==> src/ibu_pkg.sv <==
/*
  Shared constants and enumerations for the index and byte instruction unit.
  Assumes a 15-bit word address space in which words 0 and 1 are the accumulators.
*/
package ibu_pkg;

  // ==========================================================================
  // Widths and fixed addresses
  // ==========================================================================
  localparam logic [14:0] ACC_A_WORD   = 15'h0000;
  localparam logic [14:0] ACC_B_WORD   = 15'h0001;
  localparam logic [14:0] ACC_WORDS    = 15'h0002;
  localparam logic [15:0] BYTE_ACC_TOP = 16'h0004;
  localparam int          INDIRECT_BIT = 15;
  localparam int          LOW_BYTE_BIT = 0;

  // ==========================================================================
  // Program counter steps and the word 3 offset, counted from the instruction's first word
  // ==========================================================================
  localparam logic [14:0] P_ONE_WORD   = 15'h0001;
  localparam logic [14:0] P_TWO_WORD   = 15'h0002;
  localparam logic [14:0] P_WORD3      = 15'h0002;
  localparam logic [14:0] P_EQUAL      = 15'h0003;
  localparam logic [14:0] P_LESS       = 15'h0004;
  localparam logic [14:0] P_GREATER    = 15'h0005;

  // ==========================================================================
  // Reset values and preload selectors
  // ==========================================================================
  localparam logic [15:0] REG_RESET    = 16'h0000;
  localparam logic [1:0]  SEL_A        = 2'h0;
  localparam logic [1:0]  SEL_B        = 2'h1;
  localparam logic [1:0]  SEL_X        = 2'h2;
  localparam logic [1:0]  SEL_Y        = 2'h3;

  // ==========================================================================
  // Decoded operations
  // ==========================================================================
  typedef enum logic [4:0] {
    OP_LOAD_SECOND_INDEX,
    OP_LOAD_B_INDEXED_SECOND,
    OP_STORE_A_INDEXED_FIRST,
    OP_STORE_A_INDEXED_SECOND,
    OP_STORE_B_INDEXED_FIRST,
    OP_STORE_B_INDEXED_SECOND,
    OP_STORE_FIRST_INDEX,
    OP_STORE_SECOND_INDEX,
    OP_SWAP_A_FIRST_INDEX,
    OP_SWAP_A_SECOND_INDEX,
    OP_SWAP_B_FIRST_INDEX,
    OP_SWAP_B_SECOND_INDEX,
    OP_SUBROUTINE_JUMP_LINK,
    OP_INDEXED_RETURN_JUMP,
    OP_BYTE_STRING_COMPARE,
    OP_LOAD_BYTE,
    OP_BYTE_BLOCK_MOVE
  } ibu_op_e;

endpackage

==> src/ibu_core.sv <==
/*
  Execution unit for the index register, subroutine jump and byte instructions.
  Assumes a decoder hands over one command with its location and second word, and a
  single-port word memory answering with an acknowledge on the same clock.
*/
`timescale 1ns/1ps

// Function
// - Load second index from word, accumulators at 0/1.
// - Load B from operand plus second index.
// - Indexed stores write accumulator, set address register.
// - Resolve indirection first, drop effective bit 15.
// - Store index register, accumulators at 0/1.
// - Swap one accumulator with one index register.
// - Link jump targets address, second index gets P+2.
// - Jumps check target against protection fence.
// - Return jump to second index plus operand.
// - Byte address is twice word plus half.
// - Byte addresses are full sixteen bits.
// - Byte addresses 0-3 hit accumulators, never violate.
// - String compare uses three instruction words.
// - Compare unsigned bytes, stop at first difference.
// - Equal exit: no skip, A advanced by count.
// - Less skips one, greater two, A stops.
// - B always ends advanced by the count.
// - Interrupted compare saves remaining count in word 3.
// - Load byte into A low, increment B.
// - Block move ascending, both addresses incremented.
// - Move checks protection per byte, addresses wrap.
module ibu_core (
  input  wire logic            clk,        // 125 MHz clock
  input  wire logic            rst_b,      // Asynchronous reset, active low
  input  wire logic            cmd_valid,  // Start pulse for one instruction
  input  wire ibu_pkg::ibu_op_e cmd_op,    // Decoded operation
  input  wire logic [14:0]     cmd_p,      // Location of the first instruction word
  input  wire logic [15:0]     cmd_addr,   // Second instruction word
  input  wire logic            ld_en,      // Preload strobe for A, B, X or Y
  input  wire logic [1:0]      ld_sel,     // Preload target
  input  wire logic [15:0]     ld_data,    // Preload value
  input  wire logic [14:0]     fence,      // Lowest unprotected word address
  input  wire logic            protect_en, // Memory protection active
  input  wire logic            irq_req,    // Pending interrupt request
  output logic                 mem_req,    // Memory request, held until ack
  output logic                 mem_we,     // Memory write
  output logic [14:0]          mem_addr,   // Memory word address
  output logic [15:0]          mem_wdata,  // Memory write data
  input  wire logic [15:0]     mem_rdata,  // Memory read data
  input  wire logic            mem_ack,    // Memory acknowledge
  output logic                 busy,       // Instruction in progress
  output logic                 done,       // One-cycle completion pulse
  output logic                 viol,       // One-cycle protect violation pulse
  output logic                 intr_exit,  // One-cycle pulse: compare left for interrupt
  output logic [15:0]          a_reg,      // First accumulator
  output logic [15:0]          b_reg,      // Second accumulator
  output logic [15:0]          x_reg,      // First index register
  output logic [15:0]          y_reg,      // Second index register
  output logic [14:0]          p_reg,      // Program counter
  output logic [14:0]          m_reg       // Memory address register
);

  // ==========================================================================
  // State
  // ==========================================================================
  typedef enum logic [4:0] {
    S_IDLE, S_IND, S_IND_GOT, S_DISPATCH, S_RD, S_WR, S_LOADW,
    S_CB_W3, S_CB_CNT, S_CB_LOOP, S_CB_B1, S_CB_B2,
    S_MV_CNT, S_MV_LOOP, S_MV_SRC, S_MV_DST, S_MV_NEXT, S_LBT, S_FIN
  } ibu_state_e;

  ibu_state_e       state_q, state_d, ret_q, ret_d;
  ibu_pkg::ibu_op_e op_q, op_d;
  logic [15:0]      a_q, a_d, b_q, b_d, x_q, x_d, y_q, y_d;
  logic [14:0]      p_q, p_d, m_q, m_d, ip_q, ip_d, maddr_q, maddr_d;
  logic [15:0]      addr_q, addr_d, data_q, data_d, cnt_q, cnt_d, w3_q, w3_d, wdata_q, wdata_d;
  logic [7:0]       byte_q, byte_d;
  logic             req_q, req_d, we_q, we_d, busy_q, busy_d;
  logic             done_q, done_d, viol_q, viol_d, intr_q, intr_d;

  // Access requests raised by the states and served by one common block below.
  logic             go_rd, go_wr;
  logic [14:0]      go_addr;
  logic [15:0]      go_wdata;
  logic [15:0]      idx_sum, x_sum, y_sum, jpy_sum;
  logic [7:0]       sel_byte;

  function automatic logic [7:0] pick_byte(input logic [15:0] w, input logic lo);
    pick_byte = lo ? w[7:0] : w[15:8];
  endfunction

  function automatic logic [15:0] put_byte(input logic [15:0] w, input logic lo, input logic [7:0] v);
    put_byte = lo ? {w[15:8], v} : {v, w[7:0]};
  endfunction

  assign x_sum    = addr_q + x_q;
  assign y_sum    = addr_q + y_q;
  assign jpy_sum  = cmd_addr + y_q;
  assign sel_byte = pick_byte(data_q, a_q[ibu_pkg::LOW_BYTE_BIT]);

  // ==========================================================================
  // Next state
  // ==========================================================================
  always_comb
  begin
    state_d = state_q;
    ret_d   = ret_q;
    op_d    = op_q;
    {a_d, b_d, x_d, y_d, p_d, m_d, ip_d, addr_d, data_d, cnt_d, w3_d, byte_d, req_d, we_d, maddr_d, wdata_d,
     busy_d} = {a_q, b_q, x_q, y_q, p_q, m_q, ip_q, addr_q, data_q, cnt_q, w3_q, byte_q, req_q, we_q, maddr_q,
                wdata_q, busy_q};
    {done_d, viol_d, intr_d} = 3'b000;
    {go_rd, go_wr, go_addr, go_wdata, idx_sum} = '0;

    unique case (state_q)
      S_IDLE:
      begin
        if (ld_en)
        begin
          unique case (ld_sel)
            ibu_pkg::SEL_A: a_d = ld_data;
            ibu_pkg::SEL_B: b_d = ld_data;
            ibu_pkg::SEL_X: x_d = ld_data;
            ibu_pkg::SEL_Y: y_d = ld_data;
          endcase
        end
        if (cmd_valid)
        begin
          op_d   = cmd_op;
          ip_d   = cmd_p;
          addr_d = cmd_addr;
          busy_d = 1'b1;
          unique case (cmd_op)
            ibu_pkg::OP_SWAP_A_FIRST_INDEX:  begin a_d = x_q; x_d = a_q; state_d = S_FIN; end
            ibu_pkg::OP_SWAP_A_SECOND_INDEX: begin a_d = y_q; y_d = a_q; state_d = S_FIN; end
            ibu_pkg::OP_SWAP_B_FIRST_INDEX:  begin b_d = x_q; x_d = b_q; state_d = S_FIN; end
            ibu_pkg::OP_SWAP_B_SECOND_INDEX: begin b_d = y_q; y_d = b_q; state_d = S_FIN; end
            ibu_pkg::OP_INDEXED_RETURN_JUMP: begin addr_d = jpy_sum; state_d = S_DISPATCH; end
            ibu_pkg::OP_LOAD_BYTE:           state_d = S_DISPATCH;
            default:                         state_d = S_IND;
          endcase
          if (state_d == S_FIN)
            p_d = cmd_p + ibu_pkg::P_ONE_WORD;
        end
      end

      // Every indirect level is followed to the end before any index is added.
      S_IND:
      begin
        if (addr_q[ibu_pkg::INDIRECT_BIT])
        begin
          go_rd   = 1'b1;
          go_addr = addr_q[14:0];
          ret_d   = S_IND_GOT;
        end
        else
          state_d = S_DISPATCH;
      end

      S_IND_GOT:
      begin
        addr_d  = data_q;
        state_d = S_IND;
      end

      S_DISPATCH:
      begin
        ret_d = S_FIN;
        p_d   = ip_q + ibu_pkg::P_TWO_WORD;
        unique case (op_q)
          ibu_pkg::OP_LOAD_SECOND_INDEX:
          begin
            go_rd = 1'b1; go_addr = addr_q[14:0]; ret_d = S_LOADW;
          end
          ibu_pkg::OP_LOAD_B_INDEXED_SECOND:
          begin
            m_d = y_sum[14:0]; go_rd = 1'b1; go_addr = y_sum[14:0]; ret_d = S_LOADW;
          end
          ibu_pkg::OP_STORE_A_INDEXED_FIRST, ibu_pkg::OP_STORE_A_INDEXED_SECOND,
          ibu_pkg::OP_STORE_B_INDEXED_FIRST, ibu_pkg::OP_STORE_B_INDEXED_SECOND:
          begin
            idx_sum = (op_q inside {ibu_pkg::OP_STORE_A_INDEXED_FIRST, ibu_pkg::OP_STORE_B_INDEXED_FIRST})
                      ? x_sum : y_sum;
            m_d      = idx_sum[14:0];
            go_wr    = 1'b1;
            go_addr  = idx_sum[14:0];
            go_wdata = (op_q inside {ibu_pkg::OP_STORE_A_INDEXED_FIRST, ibu_pkg::OP_STORE_A_INDEXED_SECOND})
                       ? a_q : b_q;
          end
          ibu_pkg::OP_STORE_FIRST_INDEX:
          begin
            go_wr = 1'b1; go_addr = addr_q[14:0]; go_wdata = x_q;
          end
          ibu_pkg::OP_STORE_SECOND_INDEX:
          begin
            go_wr = 1'b1; go_addr = addr_q[14:0]; go_wdata = y_q;
          end
          ibu_pkg::OP_SUBROUTINE_JUMP_LINK, ibu_pkg::OP_INDEXED_RETURN_JUMP:
          begin
            state_d = S_FIN;
            if (protect_en && (addr_q[14:0] < fence))
            begin
              viol_d = 1'b1;
              p_d    = ip_q;
            end
            else
            begin
              p_d = addr_q[14:0];
              if (op_q == ibu_pkg::OP_SUBROUTINE_JUMP_LINK)
                y_d = {1'b0, ip_q + ibu_pkg::P_TWO_WORD};
            end
          end
          ibu_pkg::OP_BYTE_STRING_COMPARE:
          begin
            go_rd = 1'b1; go_addr = ip_q + ibu_pkg::P_WORD3; ret_d = S_CB_W3;
          end
          ibu_pkg::OP_LOAD_BYTE:
          begin
            go_rd = 1'b1; go_addr = b_q[15:1]; ret_d = S_LBT;
          end
          ibu_pkg::OP_BYTE_BLOCK_MOVE:
          begin
            go_rd = 1'b1; go_addr = addr_q[14:0]; ret_d = S_MV_CNT;
          end
          default: state_d = S_FIN;
        endcase
      end

      // Writes wait here too; the data taken then is never used.
      S_RD, S_WR:
      begin
        if (mem_ack)
        begin
          req_d   = 1'b0;
          we_d    = 1'b0;
          data_d  = mem_rdata;
          state_d = ret_q;
        end
      end

      S_LOADW:
      begin
        if (op_q == ibu_pkg::OP_LOAD_SECOND_INDEX)
          y_d = data_q;
        else
          b_d = data_q;
        state_d = S_FIN;
      end

      S_CB_W3:
      begin
        w3_d  = data_q;
        go_rd = 1'b1; go_addr = addr_q[14:0]; ret_d = S_CB_CNT;
      end

      // A nonzero word 3 means the compare was interrupted and is resumed here.
      S_CB_CNT:
      begin
        cnt_d   = (w3_q != '0) ? w3_q : data_q;
        state_d = S_CB_LOOP;
      end

      S_CB_LOOP:
      begin
        if (cnt_q == '0)
        begin
          p_d   = ip_q + ibu_pkg::P_EQUAL;
          go_wr = 1'b1; go_addr = ip_q + ibu_pkg::P_WORD3; go_wdata = '0; ret_d = S_FIN;
        end
        else if (irq_req)
        begin
          p_d    = ip_q;
          intr_d = 1'b1;
          go_wr  = 1'b1; go_addr = ip_q + ibu_pkg::P_WORD3; go_wdata = cnt_q; ret_d = S_FIN;
        end
        else
        begin
          go_rd = 1'b1; go_addr = a_q[15:1]; ret_d = S_CB_B1;
        end
      end

      S_CB_B1:
      begin
        byte_d = sel_byte;
        go_rd  = 1'b1; go_addr = b_q[15:1]; ret_d = S_CB_B2;
      end

      S_CB_B2:
      begin
        if (byte_q == pick_byte(data_q, b_q[ibu_pkg::LOW_BYTE_BIT]))
        begin
          a_d     = a_q + 16'h0001;
          b_d     = b_q + 16'h0001;
          cnt_d   = cnt_q - 16'h0001;
          state_d = S_CB_LOOP;
        end
        else
        begin
          b_d   = b_q + cnt_q;
          p_d   = (byte_q < pick_byte(data_q, b_q[ibu_pkg::LOW_BYTE_BIT]))
                  ? ip_q + ibu_pkg::P_LESS : ip_q + ibu_pkg::P_GREATER;
          go_wr = 1'b1; go_addr = ip_q + ibu_pkg::P_WORD3; go_wdata = '0; ret_d = S_FIN;
        end
      end

      S_MV_CNT:
      begin
        cnt_d   = data_q;
        state_d = S_MV_LOOP;
      end

      S_MV_LOOP:
      begin
        if (cnt_q == '0)
        begin
          p_d     = ip_q + ibu_pkg::P_EQUAL;
          state_d = S_FIN;
        end
        else
        begin
          go_rd = 1'b1; go_addr = a_q[15:1]; ret_d = S_MV_SRC;
        end
      end

      // Protection is checked for each byte, except for the accumulator bytes.
      S_MV_SRC:
      begin
        byte_d = sel_byte;
        if (protect_en && (b_q >= ibu_pkg::BYTE_ACC_TOP) && (b_q[15:1] < fence))
        begin
          viol_d  = 1'b1;
          p_d     = ip_q;
          state_d = S_FIN;
        end
        else
        begin
          go_rd = 1'b1; go_addr = b_q[15:1]; ret_d = S_MV_DST;
        end
      end

      S_MV_DST:
      begin
        go_wr    = 1'b1;
        go_addr  = b_q[15:1];
        go_wdata = put_byte(data_q, b_q[ibu_pkg::LOW_BYTE_BIT], byte_q);
        ret_d    = S_MV_NEXT;
      end

      // The increment acts on whatever the move just left in A and B, so a move
      // into bytes 0 to 3 corrupts the addresses as the hardware always has.
      S_MV_NEXT:
      begin
        a_d     = a_q + 16'h0001;
        b_d     = b_q + 16'h0001;
        cnt_d   = cnt_q - 16'h0001;
        state_d = S_MV_LOOP;
      end

      S_LBT:
      begin
        a_d     = {8'h00, pick_byte(data_q, b_q[ibu_pkg::LOW_BYTE_BIT])};
        b_d     = b_q + 16'h0001;
        p_d     = ip_q + ibu_pkg::P_ONE_WORD;
        state_d = S_FIN;
      end

      S_FIN:
      begin
        done_d  = 1'b1;
        busy_d  = 1'b0;
        state_d = S_IDLE;
      end
    endcase

    // Words 0 and 1 are the accumulators and are served without a memory cycle.
    if (go_rd)
    begin
      if (go_addr < ibu_pkg::ACC_WORDS)
      begin
        data_d  = (go_addr == ibu_pkg::ACC_A_WORD) ? a_q : b_q;
        state_d = ret_d;
      end
      else
      begin
        req_d = 1'b1; we_d = 1'b0; maddr_d = go_addr; state_d = S_RD;
      end
    end
    if (go_wr)
    begin
      if (go_addr == ibu_pkg::ACC_A_WORD)
      begin
        a_d = go_wdata; state_d = ret_d;
      end
      else if (go_addr == ibu_pkg::ACC_B_WORD)
      begin
        b_d = go_wdata; state_d = ret_d;
      end
      else
      begin
        req_d = 1'b1; we_d = 1'b1; maddr_d = go_addr; wdata_d = go_wdata; state_d = S_WR;
      end
    end
  end

  // ==========================================================================
  // Registers
  // ==========================================================================
  always_ff @(posedge clk or negedge rst_b)
  begin
    if (!rst_b)
    begin
      state_q <= S_IDLE;
      ret_q   <= S_IDLE;
      op_q    <= ibu_pkg::OP_LOAD_SECOND_INDEX;
      {a_q, b_q, x_q, y_q} <= {4{ibu_pkg::REG_RESET}};
      {p_q, m_q, ip_q, addr_q, data_q, cnt_q, w3_q, byte_q, req_q, we_q, maddr_q, wdata_q, busy_q, done_q,
       viol_q, intr_q} <= '0;
    end
    else
    begin
      state_q <= state_d;
      ret_q   <= ret_d;
      op_q    <= op_d;
      {a_q, b_q, x_q, y_q, p_q, m_q, ip_q, addr_q, data_q, cnt_q, w3_q, byte_q, req_q, we_q, maddr_q, wdata_q,
       busy_q, done_q, viol_q, intr_q} <= {a_d, b_d, x_d, y_d, p_d, m_d, ip_d, addr_d, data_d, cnt_d, w3_d,
       byte_d, req_d, we_d, maddr_d, wdata_d, busy_d, done_d, viol_d, intr_d};
    end
  end

  assign {mem_req, mem_we, mem_addr, mem_wdata, busy, done, viol, intr_exit, a_reg, b_reg, x_reg, y_reg, p_reg,
          m_reg} = {req_q, we_q, maddr_q, wdata_q, busy_q, done_q, viol_q, intr_q, a_q, b_q, x_q, y_q, p_q, m_q};

endmodule

==> config.mk <==
export PLATFORM = sky130hd
export DESIGN_NAME = ibu_core
export DESIGN_NICKNAME = d
export VERILOG_FILES = /design/src/ibu_pkg.sv /design/src/ibu_core.sv
export SDC_FILE = /design/constraint.sdc
export NUM_CORES = 1
export LEC_CHECK = 0
export BUFFER_PORTS_ARGS = -buffer_cell sky130_fd_sc_hd__clkbuf_2
export CAP_MARGIN = 20
export CORE_MARGIN = 2
export CORE_UTILIZATION = 45
export DETAILED_ROUTE_END_ITERATION = 10
export PLACE_DENSITY_LB_ADDON = 0.15
export SLEW_MARGIN = 20
export SYNTH_ARGS = -nofsm -noshare
export SYNTH_HDL_FRONTEND = slang
export SYNTH_SLANG_ARGS = --single-unit
==> constraint.sdc <==
create_clock -name clk -period 6.4 [get_ports clk]
set_input_delay 1.28 -clock clk [delete_from_list [all_inputs] [get_ports clk]]
set_output_delay 1.28 -clock clk [all_outputs]
set_load 0.02 [all_outputs]
==> reports/metrics.csv <==
stage;metric;value;unit
timing;Min Hold Slack;0.474;ns
layout;commonest non-fill, non-tap cell in the layout;nand2_1;
routing;final wirelength;111000;µm
hold_path;WHS Endpoint;p_reg[0];
timing;Final Hold Vio Count;0;
worst_setup_path;cells along the critical path;mux2_2, ha_1, and4_1, nand4_1, nand2_1, nand3_1, a222oi_1, o211ai_1, a2111oi_0, nand4_1, nor3_4, buf_4, mux2i_1;
cts;Hold Buf Count CTS;0;
worst_setup_path;R2R cell count;13;
synthesis;Netlist cell types;84;
routing;Vias/cell;6.94;
layout;multi-input logic area;0.0148;mm²
synthesis;YS warnings;0;
cts;Worst-Skew Late Latency;0.63;ns
worst_setup_path;critical path peak fanout;13;
die;IO Pins;223;
synthesis;largest area contributor in the synthesized netlist;dfrtp_1;
placement;IO Port Bufs;222;
global_routing;largest net degree at the start of global routing;112;
power;sw frac;56.2;%
timing;fin worst setup slack;0.602;ns
global_routing;initial antenna violation count;6;
flow_run;max_cap viols;0;
placement;Detail Placement HPWL;83300;µm
power;cell-internal power;5.98;mW
global_routing;vias in the first global route;22920;
timing;fin crit period;5.80;ns
layout;share of cells above drive strength 1;16.0;%
placement;setup slack at placement;0.804;ns
worst_setup_path;slowest CP cell;dfrtp_1;
hold_path;Min-Delay Path Class;flip-flop to flip-flop;
placement;Placement Cell Area;0.0235;mm²
power;Pwr Density;557;mW/mm²
timing;max-slew violation count;0;
timing;slew margin rel.;22.0;%
status;status;finished with violations;
routing;first-pass detailed-route iteration total;11;
global_routing;first-pass GRT wire length;159000;µm
worst_setup_path;FF-to-FF End;mem_addr[0];
layout;# nets final;3043;
timing;Final TNS setup;0;ns
die;row cnt;80;
synthesis;share of async-settable or async-resettable flops after synthesis;100;%
cts;post-CTS setup buffers;0;
routing;DRC;3;
timing;RSZ-0062 raised after global routing;no;
synthesis;Synth top area share;27.0;%
die;die area;0.0498;mm²
routing;Iteration-0 DRC Markers;3477;
worst_setup_path;CP peak stage delay;0.74;ns
routing;total number of vias;24165;
synthesis;Main synth FF type;dfrtp_1;
cts;CTS Root Cell;clkbuf_16;
worst_setup_path;Worst EP arrival;6.33;ns
placement;Final GP Congestion;1.03;
routing;antenna violation net count after detailed routing;0;
power;Switching Power;7.66;mW
synthesis;Synth Cell Area;0.0216;mm²
layout;area occupied by registers;0.00583;mm²
status;violations in the final reports;design-rule violations;
timing;fin crit share;90.6;%
worst_setup_path;R2R setup slack;0.60;ns
power;clock power share;12.6;%
layout;most frequent cells in the layout;308 x nand2_1, 233 x dfrtp_1, 226 x nor2_1;
global_routing;gr usage total;43.4;%
layout;cell area after layout;0.0245;mm²
cts;PostCTS Resize Cnt;0;
cts;CTS clk-pin slew, worst paths;0.06;ns
die;core area;0.0475;mm²
power;Comb pwr share;62.5;%
worst_setup_path;Worst EP required;6.93;ns
worst_setup_path;CP endpoint kind;flip-flop;
hold_path;hold path start;p_reg[0];
layout;P&R area growth vs syn;13.4;%
hold_path;Hold Crit Depth;2;
cts;clk buf depth;3;
layout;fillers;4623;
timing;# setup viols final;0;
die;Die Y;223;µm
routing;DR WL/cell;32.0;µm
layout;Non-Filler Instances;3481;
timing;Slew @ Worst Pin;1.16;ns
placement;Inst Count DP;3424;
global_routing;gr ovfl total;0;
synthesis;Mapped Avg Cell Area;7.98;µm²
die;Die Wd;223;µm
power;register share of total power;24.9;%
synthesis;Syn Nets;2909;
worst_setup_path;kind of critical path;flip-flop to flip-flop;
worst_setup_path;Crit path top cell by count;nand4_1;
worst_setup_path;RR Startpoint;b_reg[0];
synthesis;number of synthesized register bits;233;
die;starting density of the core;45.4;%
cts;CTS buffer count;30;
synthesis;Synth area leaders;dfrtp_1 27%, mux2i_1 10%, ha_1 6.1%;
synthesis;Post-Syn Instances;2707;
power;leakage;11.5;nW
worst_setup_path;Setup crit start kind;flip-flop;
synthesis;Post-synth EDFFs;0;
cts;Clock Sinks;233;
cts;TritonCTS clock tree;built;
timing;Setup Skew;0.0371;ns
timing;fmax;0.172;GHz
power;final total power;13.6;mW
layout;Final Core Density;51.5;%
synthesis;register area share after synthesis;27.0;%
cts;H-tree depth;1;
power;VDD IR max;297;µV
==> cells by family (layout without fill, tap and decap cells) <==
logic type | Yosys count | in the layout | share of synthesized area (%)
buffers and inverters | 290 | 447 | 5.15
AO/OA/AOI/OAI | 851 | 851 | 26.2
other | 0 | 2 | 0
adder cells (fa/ha/maj) | 110 | 110 | 6.51
XOR/XNOR | 91 | 91 | 3.69
AND/OR/NAND/NOR | 862 | 862 | 18.7
multiplexers | 270 | 270 | 12.8
flip-flops | 233 | 233 | 27.0
==> cells in the mapped netlist, drive strengths merged (26+ instances only) <==
cell / n
nand2: 308
dfrtp: 233
nor2: 229
mux2i: 222
o21ai: 205
a21oi: 198
clkbuf: 194
ha: 106
inv: 65
nand3: 57
nor3: 52
xor2: 50
mux2: 48
a31oi: 47
a221oi: 45
xnor2: 41
a211oi: 40
a222oi: 37
a21o: 36
nor2b: 35
and3: 31
buf: 30
o22ai: 29
or3: 29
a22oi: 26
==> power by group through the flow <==
stage / sequential (mW) / clock (mW) / combinational (mW)
2_1_floorplan: 2.85 / 0 / 5.23
3_3_place_gp: 3.32 / 0 / 8.14
3_5_place_dp: 3.32 / 0 / 8.20
4_1_cts: 3.30 / 1.73 / 8.25
5_1_grt: 3.39 / 1.78 / 8.99
6_report: 3.40 / 1.72 / 8.53
==> critical path, delay by kind of cell (launching register included) <==
family          cells  cell delay [ns]
compound gates      3             1.38
fa+ha+maj           1             0.27
buf+inv             1             0.28
flops               1             0.74
mux                 2             0.62
simple gates        6             2.38
==> worst max path at each step <==
| stage | startpoint | endpoint | slack (ns) | depth (start not counted) |
|---|---|---|---|---|
| 6_report | b_reg[0] | mem_addr[0] | 0.60 | 13 |
| 5_1_grt | b_reg[0] | mem_addr[0] | 0.39 | 13 |
| 4_1_cts | b_reg[0] | mem_we | 0.79 | 13 |
| 3_5_place_dp | fence[2] | mem_we | 0.80 | 14 |
| 3_3_place_gp | fence[2] | mem_we | 0.90 | 14 |
| 2_1_floorplan | b_reg[0] | a_reg[14] | 1.48 | 16 |
==> area by class of cell <==
type                            instances  area share [%]
Clock inverter                         13           0.455
Tap cell                              615            3.14
Timing Repair Buffer                  326            7.82
Sequential cell                       233            23.8
Clock buffer                           42            3.53
Inverter                               66            1.01
Antenna cell                            2          0.0204
Multi-Input combinational cell       2184            60.2
==> metal layers <==
layer | GRT usage, % | routed length, µm
met2 | 65.0 | 47500
met3 | 10.7 | 12100
met4 | 30.3 | 9230
met1 | 55.1 | 42500
met5 | 0 | 37
Note: power is estimated with default switching activity, not from simulation.
